`config.mk`:
```
export PLATFORM = sky130hd
export DESIGN_NAME = firing_rate_source_select
export DESIGN_NICKNAME = d
export VERILOG_FILES = /design/src/frs_pkg.sv /design/src/firing_rate_source_select.sv /design/src/tick_divider.sv
export SDC_FILE = /design/constraint.sdc
export NUM_CORES = 1
export LEC_CHECK = 0
export ABC_CLOCK_PERIOD_IN_PS = 11500
export BUFFER_PORTS_ARGS = -buffer_cell sky130_fd_sc_hd__buf_2
export CAP_MARGIN = 10
export CORE_ASPECT_RATIO = 1.25
export CORE_MARGIN = 3
export CORE_UTILIZATION = 55
export CTS_CLUSTER_DIAMETER = 60
export CTS_CLUSTER_SIZE = 25
export DETAILED_ROUTE_END_ITERATION = 10
export PLACE_DENSITY = 0.78
export SYNTH_ARGS = -nofsm -noshare
export SYNTH_HDL_FRONTEND = slang
export SYNTH_SLANG_ARGS = --single-unit
```
`constraint.sdc`:
```
create_clock -name clk -period 11.5 [get_ports clk]
set_clock_uncertainty 0.15 [all_clocks]
set_input_delay 1.15 -clock clk [delete_from_list [all_inputs] [get_ports clk]]
set_output_delay 1.15 -clock clk [all_outputs]
set_load 0.005 [all_outputs]
```
`src/frs_pkg.sv`:
```
// Constants and types for the firing-rate source selection block
package frs_pkg;
  localparam int RATE_W = 10;
  localparam int VAL_W = 16;
  localparam int MIN_W = 11;
  localparam int DEMAND_W = 12;
  localparam int CLK_HZ = 125000000;
  localparam int SECONDS_PER_MINUTE = 60;
  // A minute of clock cycles does not fit in 32 bits
  localparam longint MINUTE_CYCLES = longint'(CLK_HZ) * SECONDS_PER_MINUTE;
  localparam int RECIRC_SECOND_CYCLES = CLK_HZ;
  localparam logic [RATE_W-1:0] RATE_LOW_FIRE = 10'h000;
  localparam logic [RATE_W-1:0] RATE_HIGH_FIRE = 10'h3E8;
  localparam logic [RATE_W-1:0] RATE_HALF_FIRE = 10'h1F4;
  localparam logic [1:0] EXT_OFF = 2'h0;
  localparam logic [1:0] EXT_NO_STAT = 2'h1;
  localparam logic [1:0] EXT_SENSOR_DISPLAY = 2'h2;
  localparam logic [1:0] EXT_SENSOR_STAT = 2'h3;
  localparam logic [10:0] COLD_MINUTES_MAX = 11'h7D0;
  localparam int LOW_PCT = 30;
  localparam int MID_PCT = 60;
  localparam int PCT_FULL = 100;
  typedef enum logic [1:0] {
    SRC_PID, SRC_EXTERNAL, SRC_LOW_HOLD, SRC_HALF_HOLD
  } rate_src_t;
  typedef enum {
    COLD_IDLE, COLD_ACTIVE, COLD_DONE
  } cold_state_t;
endpackage : frs_pkg

```
`src/firing_rate_source_select.sv`:
```
// Firing-rate source selection with cold-start and recirculation holds
// Function
// - Nonzero external mode disables PID; rate follows external demand, low to high fire.
// - Mode 1: thermostat forced closed, no local display, setpoints hidden.
// - Mode 3: load sensor drives thermostat and display; setpoints shown.
// - External modulation without flow metering commissioned stays at low flame hold.
// - Cold start, actual below 30% setpoint: low flame hold for configured minutes.
// - Cold start, actual at or below 60%: hold 50% firing for configured minutes.
// - Actual above proportional band offset ends cold hold; PID resumes.
// - Burner off resets the cold start timer.
// - Cold start setting zero disables; otherwise 1 to 2000 minutes.
// - No cold start while any external modulation mode (1, 2, 3) or terminal external select is in use.
// - Recirculation timer set: hold channels at start positions for that time.
// - Recirculation timer starts when main flame proving completes.
// - Terminal select enabled: PID at 0 V input, external at line voltage.
`timescale 1ns/1ps
module firing_rate_source_select
  import frs_pkg::*;
#(
  parameter longint MINUTE_TICKS = frs_pkg::MINUTE_CYCLES,
  parameter int SECOND_TICKS = frs_pkg::RECIRC_SECOND_CYCLES,
  parameter int RECIRC_W = 16
) (
  input wire logic clk,
  input wire logic reset_n,
  input wire logic [1:0] ext_mode,
  input wire logic terminal_select_enable,
  input wire logic terminal_select_line,
  input wire logic flow_metering_done,
  input wire logic [frs_pkg::DEMAND_W-1:0] ext_demand,
  input wire logic [frs_pkg::RATE_W-1:0] pid_rate,
  input wire logic [frs_pkg::MIN_W-1:0] cold_start_minutes,
  input wire logic [frs_pkg::VAL_W-1:0] actual_value,
  input wire logic [frs_pkg::VAL_W-1:0] required_setpoint,
  input wire logic [frs_pkg::VAL_W-1:0] pband_offset,
  input wire logic load_sensor_stat_closed,
  input wire logic burner_on,
  input wire logic main_flame_proved,
  input wire logic [RECIRC_W-1:0] recirc_seconds,
  output logic [frs_pkg::RATE_W-1:0] firing_rate,
  output frs_pkg::rate_src_t rate_source,
  output logic pid_enable,
  output logic internal_stat_closed,
  output logic local_display_enable,
  output logic setpoint_display_enable,
  output logic external_stat_required,
  output logic flue_gas_recirculation_hold,
  output logic cold_hold_active
);
  import frs_pkg::*;

  ////////////////////////////////////////////////////////////////////////////
  // Source selection
  logic ext_active;
  logic terminal_ext;
  logic [31:0] demand_scaled;
  logic [RATE_W-1:0] ext_rate;
  logic [VAL_W+7:0] actual_pct;
  logic [VAL_W+7:0] low_limit;
  logic [VAL_W+7:0] mid_limit;
  logic below_low;
  logic below_mid;
  logic above_band;

  // Mode 1/2/3 excludes terminal selection, so that option is ignored then
  assign terminal_ext = (ext_mode == EXT_OFF) && terminal_select_enable
                        && terminal_select_line;
  assign ext_active = (ext_mode != EXT_OFF) || terminal_ext;
  // Demand input is normalised by the converter: zero is low fire, full scale high fire
  assign demand_scaled = 32'(ext_demand) * 32'(RATE_HIGH_FIRE - RATE_LOW_FIRE)
                         / 32'((1 << DEMAND_W) - 1);
  assign ext_rate = RATE_W'(demand_scaled) + RATE_LOW_FIRE;

  assign actual_pct = (VAL_W+8)'(actual_value) * (VAL_W+8)'(PCT_FULL);
  assign low_limit = (VAL_W+8)'(required_setpoint) * (VAL_W+8)'(LOW_PCT);
  assign mid_limit = (VAL_W+8)'(required_setpoint) * (VAL_W+8)'(MID_PCT);
  assign below_low = actual_pct < low_limit;
  assign below_mid = actual_pct <= mid_limit;
  assign above_band = actual_value > pband_offset;

  ////////////////////////////////////////////////////////////////////////////
  // Time bases
  logic minute_tick;
  logic second_tick;
  logic cold_clear;
  logic recirc_clear;

  tick_divider #(.PERIOD(MINUTE_TICKS)) u_minute (
    .clk(clk),
    .reset_n(reset_n),
    .clear(cold_clear),
    .tick(minute_tick)
  );

  tick_divider #(.PERIOD(SECOND_TICKS)) u_second (
    .clk(clk),
    .reset_n(reset_n),
    .clear(recirc_clear),
    .tick(second_tick)
  );

  ////////////////////////////////////////////////////////////////////////////
  // Cold start hold
  cold_state_t cold_state;
  cold_state_t next_cold_state;
  logic [MIN_W-1:0] cold_count;
  logic [MIN_W-1:0] next_cold_count;
  logic [MIN_W-1:0] cold_limit;
  logic cold_low;
  logic next_cold_low;
  logic cold_half;
  logic next_cold_half;

  assign cold_limit = (cold_start_minutes > COLD_MINUTES_MAX) ? COLD_MINUTES_MAX
                      : cold_start_minutes;
  assign cold_clear = (cold_state != COLD_ACTIVE);

  always_comb begin
    next_cold_state = cold_state;
    next_cold_count = cold_count;
    next_cold_low = 1'b0;
    next_cold_half = 1'b0;
    case (cold_state)
      COLD_IDLE: begin
        next_cold_count = '0;
        if (burner_on && !ext_active && cold_limit != '0
            && below_mid) begin
          next_cold_state = COLD_ACTIVE;
        end else if (burner_on) begin
          next_cold_state = COLD_DONE;
        end
      end
      COLD_ACTIVE: begin
        if (minute_tick) begin
          next_cold_count = cold_count + MIN_W'(1);
        end
        if (!burner_on) begin
          next_cold_state = COLD_IDLE;
        end else if (ext_active || above_band
                     || next_cold_count >= cold_limit) begin
          next_cold_state = COLD_DONE;
        end else if (below_low) begin
          next_cold_low = 1'b1;
        end else if (below_mid) begin
          next_cold_half = 1'b1;
        end else begin
          next_cold_state = COLD_DONE;
        end
      end
      COLD_DONE: begin
        if (!burner_on) begin
          next_cold_state = COLD_IDLE;
        end
      end
      default: next_cold_state = COLD_IDLE;
    endcase
  end

  always_ff @(posedge clk) begin
    if (!reset_n) begin
      cold_state <= COLD_IDLE;
      cold_count <= '0;
      cold_low <= 1'b0;
      cold_half <= 1'b0;
    end else begin
      cold_state <= next_cold_state;
      cold_count <= next_cold_count;
      cold_low <= next_cold_low;
      cold_half <= next_cold_half;
    end
  end

  ////////////////////////////////////////////////////////////////////////////
  // Recirculation hold after main flame proving
  logic [RECIRC_W-1:0] recirc_count;
  logic [RECIRC_W-1:0] next_recirc_count;
  logic recirc_run;
  logic next_recirc_run;
  logic proved_seen;
  logic next_proved_seen;

  assign recirc_clear = !recirc_run;

  always_comb begin
    next_recirc_count = recirc_count;
    next_recirc_run = recirc_run;
    next_proved_seen = proved_seen;
    if (!burner_on) begin
      next_recirc_count = '0;
      next_recirc_run = 1'b0;
      next_proved_seen = 1'b0;
    end else if (main_flame_proved && !proved_seen) begin
      next_proved_seen = 1'b1;
      next_recirc_count = '0;
      next_recirc_run = (recirc_seconds != '0);
    end else if (recirc_run && second_tick) begin
      next_recirc_count = recirc_count + RECIRC_W'(1);
      if (next_recirc_count >= recirc_seconds) begin
        next_recirc_run = 1'b0;
      end
    end
  end

  always_ff @(posedge clk) begin
    if (!reset_n) begin
      recirc_count <= '0;
      recirc_run <= 1'b0;
      proved_seen <= 1'b0;
    end else begin
      recirc_count <= next_recirc_count;
      recirc_run <= next_recirc_run;
      proved_seen <= next_proved_seen;
    end
  end

  ////////////////////////////////////////////////////////////////////////////
  // Output registers
  logic [RATE_W-1:0] next_firing_rate;
  rate_src_t next_rate_source;
  logic next_pid_enable;
  logic next_internal_stat;
  logic next_local_display;
  logic next_setpoint_display;
  logic next_external_stat;

  always_comb begin
    next_pid_enable = !ext_active;
    next_internal_stat = load_sensor_stat_closed;
    next_local_display = 1'b1;
    next_setpoint_display = 1'b1;
    next_external_stat = 1'b0;
    case (ext_mode)
      EXT_NO_STAT: begin
        next_internal_stat = 1'b1;
        next_local_display = 1'b0;
        next_setpoint_display = 1'b0;
        next_external_stat = 1'b1;
      end
      EXT_SENSOR_DISPLAY: begin
        next_internal_stat = 1'b1;
        next_setpoint_display = 1'b0;
        next_external_stat = 1'b1;
      end
      EXT_SENSOR_STAT: begin
        next_internal_stat = load_sensor_stat_closed;
      end
      default: begin
        if (terminal_ext) begin
          next_setpoint_display = 1'b0;
        end
      end
    endcase
    if (ext_active && !flow_metering_done) begin
      next_rate_source = SRC_LOW_HOLD;
      next_firing_rate = RATE_LOW_FIRE;
    end else if (ext_active) begin
      next_rate_source = SRC_EXTERNAL;
      next_firing_rate = ext_rate;
    end else if (cold_low) begin
      next_rate_source = SRC_LOW_HOLD;
      next_firing_rate = RATE_LOW_FIRE;
    end else if (cold_half) begin
      next_rate_source = SRC_HALF_HOLD;
      next_firing_rate = RATE_HALF_FIRE;
    end else begin
      next_rate_source = SRC_PID;
      next_firing_rate = pid_rate;
    end
  end

  always_ff @(posedge clk) begin
    if (!reset_n) begin
      firing_rate <= RATE_LOW_FIRE;
      rate_source <= SRC_PID;
      pid_enable <= 1'b1;
      internal_stat_closed <= 1'b0;
      local_display_enable <= 1'b1;
      setpoint_display_enable <= 1'b1;
      external_stat_required <= 1'b0;
      flue_gas_recirculation_hold <= 1'b0;
      cold_hold_active <= 1'b0;
    end else begin
      firing_rate <= next_firing_rate;
      rate_source <= next_rate_source;
      pid_enable <= next_pid_enable;
      internal_stat_closed <= next_internal_stat;
      local_display_enable <= next_local_display;
      setpoint_display_enable <= next_setpoint_display;
      external_stat_required <= next_external_stat;
      flue_gas_recirculation_hold <= next_recirc_run;
      cold_hold_active <= next_cold_low | next_cold_half;
    end
  end
endmodule : firing_rate_source_select

```
`src/tick_divider.sv`:
```
// Divider that produces a one-cycle enable pulse every period cycles
`timescale 1ns/1ps
module tick_divider #(
  parameter longint PERIOD = 125000000
) (
  input wire logic clk,
  input wire logic reset_n,
  input wire logic clear,
  output logic tick
);
  localparam int CNT_W = $clog2(PERIOD + 1);
  logic [CNT_W-1:0] count;
  logic [CNT_W-1:0] next_count;
  logic next_tick;

  always_comb begin
    next_count = count + CNT_W'(1);
    next_tick = 1'b0;
    if (clear) begin
      next_count = '0;
    end else if (count >= CNT_W'(PERIOD - 1)) begin
      next_count = '0;
      next_tick = 1'b1;
    end
  end

  always_ff @(posedge clk) begin
    if (!reset_n) begin
      count <= '0;
      tick <= 1'b0;
    end else begin
      count <= next_count;
      tick <= next_tick;
    end
  end
endmodule : tick_divider
```
-- Word-level counts from Yosys, hierarchy flattened
Cells that the tools add are included.
- register bits: 143
- bits in latches: 0
- memory bits (writable): 0
- ROM bits: 0
- bits of input ports: 107
- output and inout port bits: 19
- logic and storage cells: 121
- memories: 0
- add/subtract/negate cells: 4
- multiply operators: 4
- div/mod/pow operators: 1
- magnitude comparators: 8
- equal/unequal tests: 10
- shift operators: 0
- mux-type cells: 38
- bitwise gates (word level): 4
- reductions and logical operators: 32
- operators with widths (cell ; count):
    32-bit two-way mux ; 7
    32-bit case mux with 3 select lines ; 1
    16-bit by 4-bit multiplier with 20-bit output (second input constant) ; 2
    33-bit by 1-bit adder with 33-bit output (second input constant) ; 1
    33-bit >= comparator (second input constant) ; 1
    11-bit two-way mux ; 3
    22-bit by 12-bit divider with 32-bit output (second input constant) ; 1
    32-bit by 1-bit == test with 1-bit output (second input constant) ; 1
    32-bit by 2-bit == test with 1-bit output (second input constant) ; 1
    32-bit logical NOT ; 1
    32-bit by 2-bit inequality test with 1-bit output (second input constant) ; 1
    10-bit two-way mux ; 3
    27-bit by 1-bit adder with 27-bit output (second input constant) ; 1
    27-bit >= comparator (second input constant) ; 1
    23-bit by 22-bit less-or-equal comparator with 1-bit output ; 1
    23-bit by 21-bit less-than comparator with 1-bit output ; 1
    11-bit case mux with 2 select lines ; 1
    16-bit by 5-bit multiplier with 21-bit output (second input constant) ; 1
    12-bit by 7-bit multiplier with 19-bit output (second input constant) ; 1
    1-bit two-way mux ; 18
    16-bit by 1-bit adder with 16-bit output (second input constant) ; 1
    16-bit >= comparator ; 1
    16-bit greater-than comparator ; 1
    16-bit nonzero test ; 1
    22 further kinds ; 49

-- Longest topological paths before layout
- word-level depth: 10
- mapped depth: 45
- depth with buffers taken out: 40

-- Hierarchy
A second synthesis with hierarchy kept.
- cells, all modules: 1948
- area total of the unflattened synthesis: 15936.5 µm²
- modules (own cells, without submodules) (module ; times used ; cells each ; area each (µm²) ; seq. area each (µm²)):
    firing_rate_source_select ; 1 ; 1594 ; 12796.0 ; 1021.0
    tick_divider at u_minute ; 1 ; 194 ; 1694.1 ; 680.7
    tick_divider at u_second ; 1 ; 160 ; 1446.4 ; 560.5

-- Worst setup path after synthesis
No wires, ideal clock.
- kind: input port to flip-flop
- start point: in ext_demand[6] (netlist name)
- end point: reg firing_rate[0] (netlist name)
- setup time: 0.121 ns
- arrival time: 11.034 ns
- data required time: 11.229 ns
- setup slack: 0.195 ns
- stages: 42
- buffers on the path: 3
- cell sequence: inv_1 -> fa_1 -> fa_1 -> inv_1 -> fa_1 -> inv_1 -> fa_1 -> inv_1 -> ha_1 -> a21oi_1 -> o21ai_1 -> and2_1 -> a2111oi_4 -> nand4_4 -> or4_4 -> o22ai_2 -> or3_4 -> buf_6 -> (+6 left out) -> o32a_4 -> nor3_4 -> nand2_1 -> and2_1 -> clkbuf_1 -> or3_1 -> a211oi_2 -> o211ai_2 -> o31a_1 -> a21oi_1 -> ha_1 -> nand2b_1 -> inv_1 -> xnor2_1 -> ha_1 -> or3b_1 -> a211oi_2 -> o21ai_1
- cells in the longest elaborated chain, start to end: 3
- RTL lines (element ; RTL line ; source):
    from (decl) ; firing_rate_source_select.sv:30 ; input wire logic [frs_pkg::DEMAND_W-1:0] ext_demand,
    12-bit by 7-bit multiplier with 19-bit output ; firing_rate_source_select.sv:70 ; assign demand_scaled = 32'(ext_demand) * 32'(RATE_HIGH_FIRE - RATE_LOW_FIRE)
    22-bit by 12-bit divider with 32-bit output ; firing_rate_source_select.sv:71 ; / 32'((1 << DEMAND_W) - 1);
    10-bit two-way mux ; firing_rate_source_select.sv:256 ; end else if (ext_active) begin
    to (signal assigned) ; firing_rate_source_select.sv:283 ; firing_rate <= next_firing_rate;
    to (decl) ; firing_rate_source_select.sv:40 ; output logic [frs_pkg::RATE_W-1:0] firing_rate,
Every way passes these cells.
A chain may end at the register's enable or synchronous reset.

-- Worst setup path after layout
- start point: in ext_demand[1] (netlist name)
- end point: reg firing_rate[0] (netlist name)
Same word-level chain as after synthesis.

==> out/metrics.yaml <==
gp_congestion: 0.926
layout_setup_ws_ns: 0.368
vias: 15050
antenna_found_initial: 0
die_h_um: 194
fin_area_mm2: 0.0191
hp-class: "reg -> reg"
crit_fanout: 7
tightest_slew_ns: 0.848
max_cap_viol_count: 0
via_per_inst: 5.80
routed_wl_mm: 40.9
wl_per_cell_um: 15.8
synth_flop_cell: "dfxtp_1"
clkTransAtPathRegs_ns: 0.05
cts_tree: "done"
yosys.area.top_type: "ha_1"
fin_crit_ns: 11.13
max_stage_delay_ns: 0.53
first_pass_iters: 5
fmax_ghz: 0.0898
r2r_start: "cold_count[0]"
drive_gt1_share_pct: 23.2
synthTopCellsByArea: "ha_1 17%, dfxtp_1 15%, fa_1 10%"
r2r_slack_ns: 7.59
die_x_um: 156
seq_area_frac_synth_pct: 14.6
synth_edf_count: 0
final_antenna_net_count: 0
portBuffers: 125
path_buf_inv: 13
cp.depth: 46
area_growth_pct: 23.6
antennaDiodeCount: 0
place_ws_ns: -0.323
grt_pass1_vias: 14897
setup_viol: 0
cp-startpoint: "ext_demand[1]"
start_util_pct: 56.0
gr-total-overflow: 0
ys_top_cells_by_count: "212 x ha_1, 202 x inv_1, 167 x nor2_1"
netlist_area_mm2: 0.0155
timing.rr.end: "cold_state[1]"
synth_most_common_cell: "ha_1"
timing.final.crit_share_pct: 96.8
cp.required_ns: 11.64
yosysWarnings: 0
hold_viol_final: 0
syn_area_per_cell_um2: 8.13
placed_cell_area_mm2: 0.0178
grt_pass1_wl_mm: 66.7
dp_cells: 2536
grt_util_all_layers_pct: 25.8
nNetsFinal: 2631
cp-start-kind: "primary input"
ys_seq_elements: 113
cp_slowest_cell: "fa_1"
status: "finished, final reports clean"
cpMostUsedCell: "buf_4"
finalNonFillerCells: 2597
ys_types: 114
clk_latency_ns: 0.40
cts-htree-levels: 4
ys_async_sr_fraction_pct: 0
drc: 0
rows: 68
hpwl_mm: 33.3
crit_end: "firing_rate[0]"
drtIter0Drc: 835
worst_ep_arrival_time_ns: 11.27
die_area_mm2: 0.0302
crit_type: "in -> reg"
coreArea_mm2: 0.0277
drv_slew: 0
r2r_cells: 13
end_kind: "flop"
clockRootBuffer: "clkbuf_16"
clockBufferDepth: 2
clkSinkCount: 113
syn_nets: 2302
cpLargestDelayFamily: "simple AND/OR/NAND/NOR gates"
tns_ns: 0
synthCells: 1905
yosysTopAreaCellShare_pct: 17.1
grt_max_degree: 34
slew_headroom_pct: 43.3
numCtsBuffers: 17
io_pins: 126
-- registers in the layout, summed over array words and instances, names as in the netlist, 2 cells and up --
name	count
recirc_count	16
cold_count	11
u_second.count	27
u_minute.count	33
cold_state	2
firing_rate	10
rate_source	2
-- layout by cell type (no fill, tap or decap), drive strengths merged, types with 16 or more instances in the layout --
master	count
a211oi	22
a21o	40
a21oi	105
a31oi	22
and2	22
and3	44
buf	353
clkbuf	21
dfxtp	113
fa	78
ha	212
inv	205
nand2	111
nand2b	28
nand3	69
nand4	37
nor2	172
nor2b	36
nor3	40
nor4	28
o211ai	16
o21a	18
o21ai	95
or2	17
or3	16
xnor2	68
xor2	78
-- what timing repair did --
item | CTS | global route
gates resized for setup | 0 | 95
hold buffers | 0 | 0
endpoints found under the setup margin | 0 | 2
buffers inserted | 0 | 27
-- worst register-to-register path, stage by stage (launching register included) --
cell      delay [ns]
dfxtp_1         0.44
ha_1            0.21
nand4_1         0.20
nor2_1          0.28
and3_1          0.28
nand3_1         0.12
xnor2_1         0.16
ha_1            0.33
nand4_1         0.10
o311ai_0        0.40
a211oi_1        0.15
a21boi_0        0.18
or4b_2          0.66
a21boi_0        0.18
-- per-stage QoR --
step	hold WS, ns	util [%]
finish	0.313	69.2
global route	0.336	69.2
CTS	0.316	66.6
detailed placement	0.303	64.5
global placement	0.290	64.5
floorplan	0.276	-
-- worst min-delay path by stage --
stage,start,end,slack [ns],cells past startpoint
finish,u_second.count[0],u_second.count[0],0.31,1
detailed placement,u_minute.count[0],u_minute.count[0],0.30,1
CTS,u_minute.count[0],u_minute.count[0],0.32,1
global placement,u_minute.count[0],u_minute.count[0],0.29,1
global route,u_minute.count[0],u_minute.count[0],0.34,1
floorplan,u_minute.count[0],u_minute.count[0],0.28,1
-- logic make-up after synthesis --
kind of cell,synth area share (%)
buffers and inverters,6.38
adder cells (fa/ha/maj),27.2
AND/OR/NAND/NOR,22.4
multiplexers,0.792
AO/OA/AOI/OAI,20.2
flip-flops,14.6
XOR/XNOR,8.45
-- layout make-up --
cell class                 count  area, µm²
clock inverter                11        130
tap                          350        438
inverter                     202        758
sequential                   113       2260
fill                        2169       8510
multi-input combinational   1547      12700
clock buffer                  21        450
timing repair buffer         353       2380
-- metal layers --
| layer | global-route usage, % | share of wire, % | routed length (µm) |
|---|---|---|---|
| met5 | 0 | 0 | 0 |
| met4 | 8.47 | 2.9 | 1200 |
| met3 | 2.12 | 3.9 | 1590 |
| met2 | 47.4 | 51 | 20900 |
| met1 | 31.5 | 42 | 17200 |
Power is not shown: default switching activity piles up to over one toggle a cycle in this logic, so the estimate is an artifact.
